$ cat src/shared/csts_pkg.sv
// constants shared by the current sharing and temperature sense control block
`default_nettype none
package csts_pkg;
	localparam int ADDR_W = 8;
	localparam int ADC_W = 12;
	localparam int PWM_W = 8;
	localparam int CAL_W = 12;

	// register byte offsets
	localparam logic [7:0] OFS_SHARE_CTRL = 8'h00;
	localparam logic [7:0] OFS_TEMP_CTRL = 8'h04;
	localparam logic [7:0] OFS_TEMP_CAL = 8'h08;
	localparam logic [7:0] OFS_FACTORY_TEMP = 8'h0C;
	localparam logic [7:0] OFS_TEMP_RESULT = 8'h10;
	localparam logic [7:0] OFS_SHARE_STAT = 8'h14;

	// share control fields
	localparam int MODE_LSB = 0;
	localparam int TEST_LSB = 2;
	localparam int PERIOD_LSB = 8;
	localparam int DUTY_LSB = 16;
	// temperature control and result fields
	localparam int SENSOR_EN_BIT = 0;
	localparam int RAW_LSB = 0;
	localparam int CORR_LSB = 16;
	localparam int RESULT_VALID_BIT = 31;

	// monitor converter input that carries the sensor
	localparam logic [3:0] SENSOR_CHANNEL = 4'hE;

	// values after reset
	localparam logic [1:0] MODE_RST = 2'h0;
	localparam logic [7:0] PERIOD_RST = 8'hFF;
	localparam logic [7:0] DUTY_RST = 8'h00;
	localparam logic [11:0] CAL_RST = 12'h000;
	localparam logic SENSOR_EN_RST = 1'b0;

	typedef enum logic [1:0] {
		CSTS_OFF_A = 2'b00,
		CSTS_PWM_BUS = 2'b01,
		CSTS_OFF_B = 2'b10,
		CSTS_ANALOG_BUS = 2'b11
	} csts_mode_e;
endpackage
`default_nettype wire

$ cat src/shared/csts_pwm_if.sv
// carrier between the register bank and the share current source pwm
`timescale 1ns/10ps
`default_nettype none
interface csts_pwm_if;
	logic run;
	logic [7:0] period;
	logic [7:0] duty;
	logic pulse;
	modport ctl (output run, output period, output duty, input pulse);
	modport gen (input run, input period, input duty, output pulse);
endinterface
`default_nettype wire

$ cat src/verilog/csts_top.sv
// register bank and control for current sharing and the internal temperature sensor
`timescale 1ns/10ps
`default_nettype none
module csts_top (
	input wire logic pclk,
	input wire logic presetn,
	input wire logic psel,
	input wire logic penable,
	input wire logic pwrite,
	input wire logic [7:0] paddr,
	input wire logic [31:0] pwdata,
	output logic [31:0] prdata,
	output logic pready,
	output logic pslverr,
	input wire logic [11:0] factory_trim_count,
	input wire logic [3:0] monitor_adc_channel,
	input wire logic monitor_adc_done,
	input wire logic [11:0] monitor_adc_result,
	output logic first_switch_enable,
	output logic second_switch_enable,
	output logic pulse_output,
	output logic share_bus_pin_oe,
	output logic temp_sensor_enable,
	output logic sensor_route_ch14
);
	////////////////////////////////////////////////////////////////////
	function automatic logic is_mapped(input logic [7:0] a);
		is_mapped = (a == csts_pkg::OFS_SHARE_CTRL) || (a == csts_pkg::OFS_TEMP_CTRL) ||
			(a == csts_pkg::OFS_TEMP_CAL) || (a == csts_pkg::OFS_FACTORY_TEMP) ||
			(a == csts_pkg::OFS_TEMP_RESULT) || (a == csts_pkg::OFS_SHARE_STAT);
	endfunction

	////////////////////////////////////////////////////////////////////
	// apb slave: one wait state, answer in the second access cycle
	logic pready_q, pready_d;
	logic pslverr_q, pslverr_d;
	logic [31:0] prdata_q, prdata_d;
	logic wr_fire;
	logic rd_setup;

	assign wr_fire = psel && penable && pready_q && pwrite;
	assign rd_setup = psel && penable && !pready_q;

	////////////////////////////////////////////////////////////////////
	// register state
	logic [1:0] mode_q, mode_d;
	logic [7:0] period_q, period_d;
	logic [7:0] duty_q, duty_d;
	logic sens_en_q, sens_en_d;
	logic [11:0] cal_q, cal_d;
	logic [11:0] ftemp_q, ftemp_d;
	logic ftemp_loaded_q, ftemp_loaded_d;
	logic [11:0] raw_q, raw_d;
	logic [11:0] corr_q, corr_d;
	logic res_valid_q, res_valid_d;

	always_comb begin
		mode_d = mode_q;
		period_d = period_q;
		duty_d = duty_q;
		sens_en_d = sens_en_q;
		cal_d = cal_q;
		ftemp_d = ftemp_q;
		ftemp_loaded_d = 1'b1;
		raw_d = raw_q;
		corr_d = corr_q;
		res_valid_d = res_valid_q;
		// factory count is caught once, the first cycle after reset release
		if (!ftemp_loaded_q) begin
			ftemp_d = factory_trim_count;
		end
		if (wr_fire) begin
			case (paddr)
				csts_pkg::OFS_SHARE_CTRL: begin
					// test field bits are not stored: it always stays 00
					mode_d = pwdata[csts_pkg::MODE_LSB +: 2];
					period_d = pwdata[csts_pkg::PERIOD_LSB +: 8];
					duty_d = pwdata[csts_pkg::DUTY_LSB +: 8];
				end
				csts_pkg::OFS_TEMP_CTRL: begin
					sens_en_d = pwdata[csts_pkg::SENSOR_EN_BIT];
				end
				csts_pkg::OFS_TEMP_CAL: begin
					cal_d = pwdata[11:0];
				end
				csts_pkg::OFS_FACTORY_TEMP: begin
					// a write here replaces the trimmed count until the next reset recaptures it
					ftemp_d = pwdata[11:0];
				end
				default: begin
				end
			endcase
		end
		// capture the sensor conversion and its calibrated value
		if (monitor_adc_done && monitor_adc_channel == csts_pkg::SENSOR_CHANNEL &&
			sens_en_q) begin
			raw_d = monitor_adc_result;
			corr_d = monitor_adc_result + cal_q;
			res_valid_d = 1'b1;
		end
	end

	always_ff @(posedge pclk or negedge presetn) begin
		if (!presetn) begin
			mode_q <= csts_pkg::MODE_RST;
			period_q <= csts_pkg::PERIOD_RST;
			duty_q <= csts_pkg::DUTY_RST;
			sens_en_q <= csts_pkg::SENSOR_EN_RST;
			cal_q <= csts_pkg::CAL_RST;
			ftemp_q <= 12'h000;
			ftemp_loaded_q <= 1'b0;
			raw_q <= 12'h000;
			corr_q <= 12'h000;
			res_valid_q <= 1'b0;
		end else begin
			mode_q <= mode_d;
			period_q <= period_d;
			duty_q <= duty_d;
			sens_en_q <= sens_en_d;
			cal_q <= cal_d;
			ftemp_q <= ftemp_d;
			ftemp_loaded_q <= ftemp_loaded_d;
			raw_q <= raw_d;
			corr_q <= corr_d;
			res_valid_q <= res_valid_d;
		end
	end

	////////////////////////////////////////////////////////////////////
	// share mode decode; outputs follow mode_d so they move with the write edge
	csts_pwm_if pwm_bus ();
	logic sw1_q, sw1_d;
	logic sw2_q, sw2_d;
	logic pulse_q, pulse_d;
	logic oe_q, oe_d;
	logic run_q;

	always_comb begin
		sw1_d = 1'b0;
		sw2_d = 1'b0;
		case (csts_pkg::csts_mode_e'(mode_d))
			csts_pkg::CSTS_PWM_BUS: begin
				sw1_d = 1'b1;
			end
			csts_pkg::CSTS_ANALOG_BUS: begin
				sw2_d = 1'b1;
			end
			default: begin
				// both off modes leave the bus floating
			end
		endcase
		oe_d = sw1_d || sw2_d;
		// pulse only while pwm mode holds both now and next cycle
		pulse_d = sw1_d && run_q && pwm_bus.pulse;
	end

	always_ff @(posedge pclk or negedge presetn) begin
		if (!presetn) begin
			sw1_q <= 1'b0;
			sw2_q <= 1'b0;
			pulse_q <= 1'b0;
			oe_q <= 1'b0;
			run_q <= 1'b0;
		end else begin
			sw1_q <= sw1_d;
			sw2_q <= sw2_d;
			pulse_q <= pulse_d;
			oe_q <= oe_d;
			run_q <= sw1_d;
		end
	end

	assign pwm_bus.run = run_q;
	assign pwm_bus.period = period_q;
	assign pwm_bus.duty = duty_q;

	csts_pwm u_pwm (
		.pclk(pclk),
		.presetn(presetn),
		.pwm(pwm_bus)
	);

	////////////////////////////////////////////////////////////////////
	// sensor enable and converter routing
	logic route_q, route_d;
	logic sens_out_q;

	always_comb begin
		route_d = sens_en_d;
	end

	always_ff @(posedge pclk or negedge presetn) begin
		if (!presetn) begin
			route_q <= 1'b0;
			sens_out_q <= 1'b0;
		end else begin
			route_q <= route_d;
			sens_out_q <= sens_en_d;
		end
	end

	////////////////////////////////////////////////////////////////////
	// read mux and answer
	always_comb begin
		pready_d = rd_setup;
		pslverr_d = rd_setup && !is_mapped(paddr);
		prdata_d = prdata_q;
		if (rd_setup) begin
			prdata_d = 32'h0000_0000;
			if (!pwrite) begin
				case (paddr)
					csts_pkg::OFS_SHARE_CTRL: begin
						prdata_d[csts_pkg::MODE_LSB +: 2] = mode_q;
						prdata_d[csts_pkg::PERIOD_LSB +: 8] = period_q;
						prdata_d[csts_pkg::DUTY_LSB +: 8] = duty_q;
					end
					csts_pkg::OFS_TEMP_CTRL: begin
						prdata_d[csts_pkg::SENSOR_EN_BIT] = sens_en_q;
					end
					csts_pkg::OFS_TEMP_CAL: begin
						prdata_d[11:0] = cal_q;
					end
					csts_pkg::OFS_FACTORY_TEMP: begin
						prdata_d[11:0] = ftemp_q;
					end
					csts_pkg::OFS_TEMP_RESULT: begin
						prdata_d[csts_pkg::RAW_LSB +: 12] = raw_q;
						prdata_d[csts_pkg::CORR_LSB +: 12] = corr_q;
						prdata_d[csts_pkg::RESULT_VALID_BIT] = res_valid_q;
					end
					csts_pkg::OFS_SHARE_STAT: begin
						prdata_d[3:0] = {oe_q, pulse_q, sw2_q, sw1_q};
					end
					default: begin
					end
				endcase
			end
		end
	end

	always_ff @(posedge pclk or negedge presetn) begin
		if (!presetn) begin
			pready_q <= 1'b0;
			pslverr_q <= 1'b0;
			prdata_q <= 32'h0000_0000;
		end else begin
			pready_q <= pready_d;
			pslverr_q <= pslverr_d;
			prdata_q <= prdata_d;
		end
	end

	assign prdata = prdata_q;
	assign pready = pready_q;
	assign pslverr = pslverr_q;
	assign first_switch_enable = sw1_q;
	assign second_switch_enable = sw2_q;
	assign pulse_output = pulse_q;
	assign share_bus_pin_oe = oe_q;
	assign temp_sensor_enable = sens_out_q;
	assign sensor_route_ch14 = route_q;
endmodule
`default_nettype wire

$ cat src/verilog/csts_pwm.sv
// 8-bit pwm that drives the share current source
`timescale 1ns/10ps
`default_nettype none
module csts_pwm (
	input wire logic pclk,
	input wire logic presetn,
	csts_pwm_if.gen pwm
);
	logic [7:0] cnt_q, cnt_d;
	logic pulse_q, pulse_d;

	always_comb begin
		cnt_d = cnt_q;
		pulse_d = 1'b0;
		if (!pwm.run) begin
			// restart from zero so each enable begins a clean period
			cnt_d = 8'h00;
		end else begin
			if (cnt_q >= pwm.period) begin
				cnt_d = 8'h00;
			end else begin
				cnt_d = cnt_q + 8'h01;
			end
			pulse_d = (cnt_q < pwm.duty);
		end
	end

	always_ff @(posedge pclk or negedge presetn) begin
		if (!presetn) begin
			cnt_q <= 8'h00;
			pulse_q <= 1'b0;
		end else begin
			cnt_q <= cnt_d;
			pulse_q <= pulse_d;
		end
	end

	assign pwm.pulse = pulse_q;
endmodule
`default_nettype wire

$ cat config.mk
export PLATFORM = sky130hd
export DESIGN_NAME = csts_top
export DESIGN_NICKNAME = d
export VERILOG_FILES = /design/src/shared/csts_pkg.sv /design/src/shared/csts_pwm_if.sv /design/src/verilog/csts_top.sv /design/src/verilog/csts_pwm.sv
export SDC_FILE = /design/constraint.sdc
export NUM_CORES = 1
export LEC_CHECK = 0
export ABC_AREA = 1
export ABC_CLOCK_PERIOD_IN_PS = 1650
export BUFFER_PORTS_ARGS = -buffer_cell sky130_fd_sc_hd__buf_2
export CAP_MARGIN = 20
export CORE_ASPECT_RATIO = 2
export CORE_MARGIN = 4
export CORE_UTILIZATION = 51
export DETAILED_ROUTE_END_ITERATION = 6
export GPL_TIMING_DRIVEN = 0
export PLACE_DENSITY = 0.83
export SETUP_SLACK_MARGIN = 0.02
export SLEW_MARGIN = 15
export SYNTH_ARGS = -nofsm -noshare
export SYNTH_HDL_FRONTEND = slang
export SYNTH_SLANG_ARGS = --single-unit
$ cat constraint.sdc
create_clock -name pclk -period 1.65 [get_ports pclk]
set_input_delay 0.33 -clock pclk [delete_from_list [all_inputs] [get_ports pclk]]
set_output_delay 0.33 -clock pclk [all_outputs]
set_load 0.02 [all_outputs]
# Word level (Yosys, flattened, before mapping)
# Cells that the tools add are included.
[classes]
n_lt_le_gt_ge = 2
muxes = 21
addsub = 2
reduce_logical = 21
n_eq_ne = 8
[ops]
columns = ["operator", "count"]
rows = [
  ["12-bit 2-to-1 mux", 3],
  ["28-bit 2-to-1 mux", 1],
  ["8-bit by 4-bit == test with 1-bit output, second input constant", 2],
  ["8-bit by 5-bit == test with 1-bit output, second input constant", 2],
  ["8-bit 2-to-1 mux", 2],
  ["4-bit one-hot mux with 4 select lines", 1],
  ["8-bit one-hot mux with 2 select lines", 1],
  ["12-bit adder", 1],
  ["4-bit one-hot mux with 3 select lines", 1],
  ["1-bit logical AND", 9],
  ["8-bit by 1-bit adder with 8-bit output, second input constant", 1],
  ["8-bit by 3-bit == test with 1-bit output, second input constant", 1],
  ["8-bit >= comparator", 1],
  ["8-bit zero test", 1],
  ["8-bit less-than comparator", 1],
  ["4-bit 2-to-1 mux", 2],
  ["2-bit one-hot mux with 4 select lines", 1],
  ["1-bit logical OR", 6],
  ["1-bit one-hot mux with 6 select lines", 1],
  ["2-bit AND reduction", 3],
  ["1-bit 2-to-1 mux", 5],
  ["1-bit one-hot mux with 5 select lines", 1],
  ["4-bit == test, second input constant", 1],
  ["2-bit 2-to-1 mux", 2],
  ["other kinds (3)", 4],
]
[totals]
regBits = 113
in_bits = 74

# Logic depth before layout (Yosys ltp)
[depth]
depth_word = 8
mapped_depth = 10

# By module
# Synthesis repeated with hierarchy kept, for this count alone.
[hier_totals]
cells_unflattened = 788
hier_area_um2 = 6052.1
[modules_own_cells]
columns = ["mod", "area_per_inst_um2", "instances", "cells_per_inst"]
rows = [
  ["csts_top", 5227.5, 1, 672],
  ["csts_pwm", 824.5, 1, 116],
]

# Worst setup path before layout
# Ideal clock, no wire load.
[synth_timing]
path_type = "register to register"
start = "register cal_q[0]"
end = "register corr_q[6]"
required_time_ns = 1.567
n_path_buf = 0
synth_period_minus_slack_ns = 1.618
setup_slack_ns = 0.032
stages_incl_launch_ff = 10
t_arrival_ns = 1.536
path_cell_list = "dfrtp_1 ha_1 fa_1 nand2_1 nand3_1 nand2_1 o21ai_0 nand2_1 nand2_1 o21ai_0"
[synth_via]
elab_chain_len = 1
[synth_lines]
columns = ["item", "line_no", "rtl"]
rows = [
  ["from (decl)", "csts_top.sv:50", "logic [11:0] cal_q, cal_d;"],
  ["from (signal assigned)", "csts_top.sv:109", "cal_q <= csts_pkg::CAL_RST;"],
  ["from (signal assigned)", "csts_top.sv:120", "cal_q <= cal_d;"],
  ["12-bit adder", "csts_top.sv:98", "corr_d = monitor_adc_result + cal_q;"],
  ["to (signal assigned)", "csts_top.sv:124", "corr_q <= corr_d;"],
  ["to (decl)", "csts_top.sv:54", "logic [11:0] corr_q, corr_d;"],
]
# Every way passes these cells.
# A chain may end at the register's enable or synchronous reset.

# Worst setup path after layout
[layout_timing]
start = "register period_q[1]"
end = "register u_pwm.cnt_q[5]"
[layout_via]
elab_chain_len = 3
[layout_lines]
columns = ["item", "line_no", "rtl"]
rows = [
  ["from (decl)", "csts_top.sv:47", "logic [7:0] period_q, period_d;"],
  ["from (signal assigned)", "csts_top.sv:106", "period_q <= csts_pkg::PERIOD_RST;"],
  ["from (signal assigned)", "csts_top.sv:117", "period_q <= period_d;"],
  ["8-bit >= comparator", "csts_pwm.sv:19", "if (cnt_q >= pwm.period) begin"],
  ["8-bit 2-to-1 mux", "csts_pwm.sv:19", ""],
  ["8-bit 2-to-1 mux", "csts_pwm.sv:15", "if (!pwm.run) begin"],
  ["named net u_pwm.cnt_d[5]", "csts_pwm.sv:9", "logic [7:0] cnt_q, cnt_d;"],
  ["to (signal assigned)", "csts_pwm.sv:33", "cnt_q <= cnt_d;"],
  ["to (decl)", "csts_pwm.sv:9", ""],
]
# The timed path passes the listed nets, and every way through them passes these cells.

==> results.rst <==
.. list-table::
   :header-rows: 1

   * - Metric
     - Value
   * - Total Routing Usage GR
     - 0.2568
   * - Run status
     - complete, but fails checks
   * - Number of antenna-violating nets in the routed design
     - 0
   * - Clock tree from TritonCTS
     - built
   * - Smallest setup slack after layout
     - -0.05251 ns
   * - Number of antenna violations at the first check in global routing
     - 1
   * - Maximum level of the CTS H-tree
     - 4
   * - Destination of the worst register-to-register timing path
     - u_pwm.cnt_q[5]$_DFF_PN0_
   * - Worst hold slack across all endpoints
     - 0.1565 ns
   * - Std-Cell Rows
     - 56
   * - Most common library cell in the layout ignoring fill and taps
     - nand2_1
   * - Sum of overflow across all layers after global routing
     - 0
   * - Failing checks
     - negative setup slack
   * - Mapped Avg Cell Area
     - 8.007 um^2
   * - Leakage power
     - 4.150 nW
   * - Hold Path Cell Cnt
     - 3
   * - Final estimated routing congestion in global placement
     - 0.9093
   * - CP Launch Type
     - flip-flop
   * - First-pass GRT wire length
     - 27310 um
   * - Post-Syn Instances
     - between 700 and 800
   * - Final core utilization
     - 0.6668
   * - Reg-to-reg setup timing slack
     - -0.05 ns
   * - Data arrival time of the critical path
     - 2.04 ns
   * - Area added between synthesis and finish
     - 28.64%
   * - Total half-perimeter wirelength after legalization and detailed placement
     - 12840 um
   * - Largest net degree at the start of global routing
     - 66
   * - Share of the yosys chip area belonging to registers
     - 0.4706
   * - Vias after detailed routing
     - 5725
   * - Setup repair after global routing missed its margin
     - true
   * - Average via count per standard cell
     - 5.484
   * - WP data required
     - 1.99 ns
   * - Worst clock skew
     - around 0.0058 ns
   * - Max-slew violation total from the final report
     - 0
   * - Number of sinks on the clock net
     - 113
   * - Die height
     - 161.8 um
   * - Total power of the final layout
     - 7.314 mW
   * - 1st-pass router iterations
     - 5
   * - Clock Tree Root
     - clkbuf_16
   * - Effective utilization at floorplan
     - 0.5184
   * - Number of buffers created by CTS
     - 17
   * - Cell count after placement
     - 1003
   * - Worst slack after detailed placement
     - -0.2481 ns
   * - Skew-Pair Late Insertion Delay
     - 0.42 ns
   * - Kind of capture point of the worst setup path
     - flip-flop
   * - Hold Crit Class
     - in -> reg
   * - Hold violation total from the final report
     - 0
   * - Placed standard-cell area
     - between 6000 and 7000 um^2
   * - Max-slew headroom at the worst pin
     - 0.6010
   * - Beginning of the worst hold path
     - pwdata[14]
   * - WS Path Type
     - reg -> reg
   * - Core Box Area
     - 11630 um^2
   * - Post-route non-filler standard cell count
     - 1044
   * - Largest voltage drop on the vdd net
     - 1.043 mV
   * - Minimum clock period after layout
     - 1.703 ns
   * - Reg2reg start
     - period_q[1]$_DFFE_PN1P_
   * - Max FO, Critical Path
     - 4
   * - Iteration-0 DRC count of the detailed router
     - 403
   * - Final total negative setup slack
     - -0.1938 ns
   * - Vias in the first global route
     - 5731
   * - Power density over cell area
     - 943.0 nW/um^2
   * - Worst r2r path cells
     - 8
   * - Count of input and output buffers
     - 102
   * - Final setup violation count
     - 8
   * - Net count of the finished layout
     - 988
   * - Clock transition at the registers of the reported paths
     - 0.05 ns
   * - Total standard cell area after synthesis
     - 6030 um^2
   * - Share of layout cells above drive strength 1
     - 0.2695
   * - FMAX
     - ~590 MHz
   * - Count of cell types in the netlist
     - 40
   * - Die width
     - 84.89 um
   * - Total DRC errors in the routed layout
     - 0
   * - Reported max-cap violation count
     - 0
   * - Slew at the pin with the worst max-slew slack
     - 0.5985 ns
   * - Capture endpoint of the worst hold path
     - period_q[6]$_DFFE_PN1P_
   * - Total of fill cells in the finished design
     - 929
   * - Final critical-path share of the clock period
     - 1.032
   * - IO Count
     - ~110
   * - Yosys Warn Count
     - 0
   * - Die area
     - 13730 um^2
   * - DR WL/cell
     - ~18 um
   * - FF+latch count, synth
     - 113
   * - Final wirelength
     - 18350 um
   * - Post-route design area
     - 7756 um^2
   * - CTS max path bufs
     - 2
   * - Commonest cells after routing, fill and taps aside
     - nand2_1, buf_2, dfrtp_1
critical path, cell delays in order, from the launching register on:
cell and delay [ns]:
dfstp_2 0.54, inv_1 0.08, ha_4 0.25, a21oi_2 0.17, o21ai_1 0.09, nand2_1 0.08, nand4_1 0.11, buf_4 0.18
nor2_1 0.11
repair_timing:
action,CTS,global route
endpoints found under the hold margin,44,0
setup buffers,5,4
pin swaps,5,10
hold buffers,1,0
endpoints found under the setup margin,32,25
resized for setup,19,36
gates cloned,0,0
state kept, by name, indices dropped and copies added, names as in the netlist, 8 cells and up:
name and flops:
cal_q 12, corr_q 12, duty_q 8, ftemp_q 12, period_q 8, prdata 29
raw_q 12, u_pwm.cnt_q 8
report_power, final:
part	internal [mW]	total (mW)	switching [mW]
clock network	2.75	4.06	1.30
logic	0.161	0.418	0.256
registers	2.81	2.84	0.0248
synth_stat cells (all sizes together):
cell / n / share of area
a211oi: 1 / 0.0012
nor3: 2 / 0.0035
a41oi: 1 / 0.0015
nand3b: 1 / 0.0012
o31ai: 2 / 0.0025
buf: 21 / 0.024
o21ai: 30 / 0.028
inv: 77 / 0.048
or2: 1 / 0.0010
o211ai: 8 / 0.010
fa: 1 / 0.0033
dfrtp: 105 / 0.44
conb: 2 / 0.0012
nor2: 65 / 0.045
nor3b: 1 / 0.0012
mux2i: 12 / 0.020
o21bai: 2 / 0.0025
nand4: 12 / 0.012
a31oi: 2 / 0.0031
nand2: 260 / 0.16
xnor2: 2 / 0.0029
clkbuf: 5 / 0.0031
xor2: 3 / 0.0044
a21oi: 35 / 0.030
ha: 27 / 0.056
nand3: 67 / 0.059
dfstp: 8 / 0.035
routing by layer:
| layer | track usage | up-vias | part of all wire |
|---|---|---|---|
| li1 | - | 2681 | - |
| met2 | 0.4597 | 278 | 0.53 |
| met5 | 0 | - | 0 |
| met3 | 0.04975 | 98 | 0.061 |
| met1 | 0.2515 | 2668 | 0.33 |
| met4 | 0.2017 | 0 | 0.079 |
area by class of cell:
class	instances	area, um^2	share of cell area
sequential	113	2843	0.3665
tap	145	181.4	0.02339
inverter	77	294.0	0.03791
multi-input combinational	539	2992	0.3857
antenna	1	2.502	0.0003226
clock buffer	19	452.9	0.05840
buffer	25	162.7	0.02097
clock inverter	12	206.4	0.02662
timing repair buffer	113	621.8	0.08017
kinds of logic (layout without fill, tap and decap cells):
group	after synthesis	in the layout	share of synthesized area
DFF	113	113	0.4706
AOI/OAI and AO/OA	81	81	0.07906
muxes	12	12	0.01992
and+or+nand+nor	409	409	0.2870
adders and majority gates	28	28	0.05935
xor gates and xnor gates	5	5	0.007264
buffers and inverters	103	246	0.07553
other	2	5	0.001246
how the worst max path moves through the flow:
stage / start / to / slack (ns) / depth (start not counted)
finish: period_q[1]$_DFFE_PN1P_ / u_pwm.cnt_q[5]$_DFF_PN0_ / -0.05 / 8
global route: period_q[5]$_DFFE_PN1P_ / u_pwm.cnt_q[5]$_DFF_PN0_ / -0.13 / 6
CTS: cal_q[0]$_DFFE_PN0P_ / corr_q[6]$_DFFE_PN0P_ / 0.02 / 9
detailed placement: monitor_adc_result[0] / corr_q[6]$_DFFE_PN0P_ / -0.25 / 10
global placement: presetn / prdata[19]$_DFFE_PN0P_ / -1.03 / 1
floorplan: cal_q[0]$_DFFE_PN0P_ / corr_q[6]$_DFFE_PN0P_ / 0.03 / 9
(Power assumes the default switching activity.)
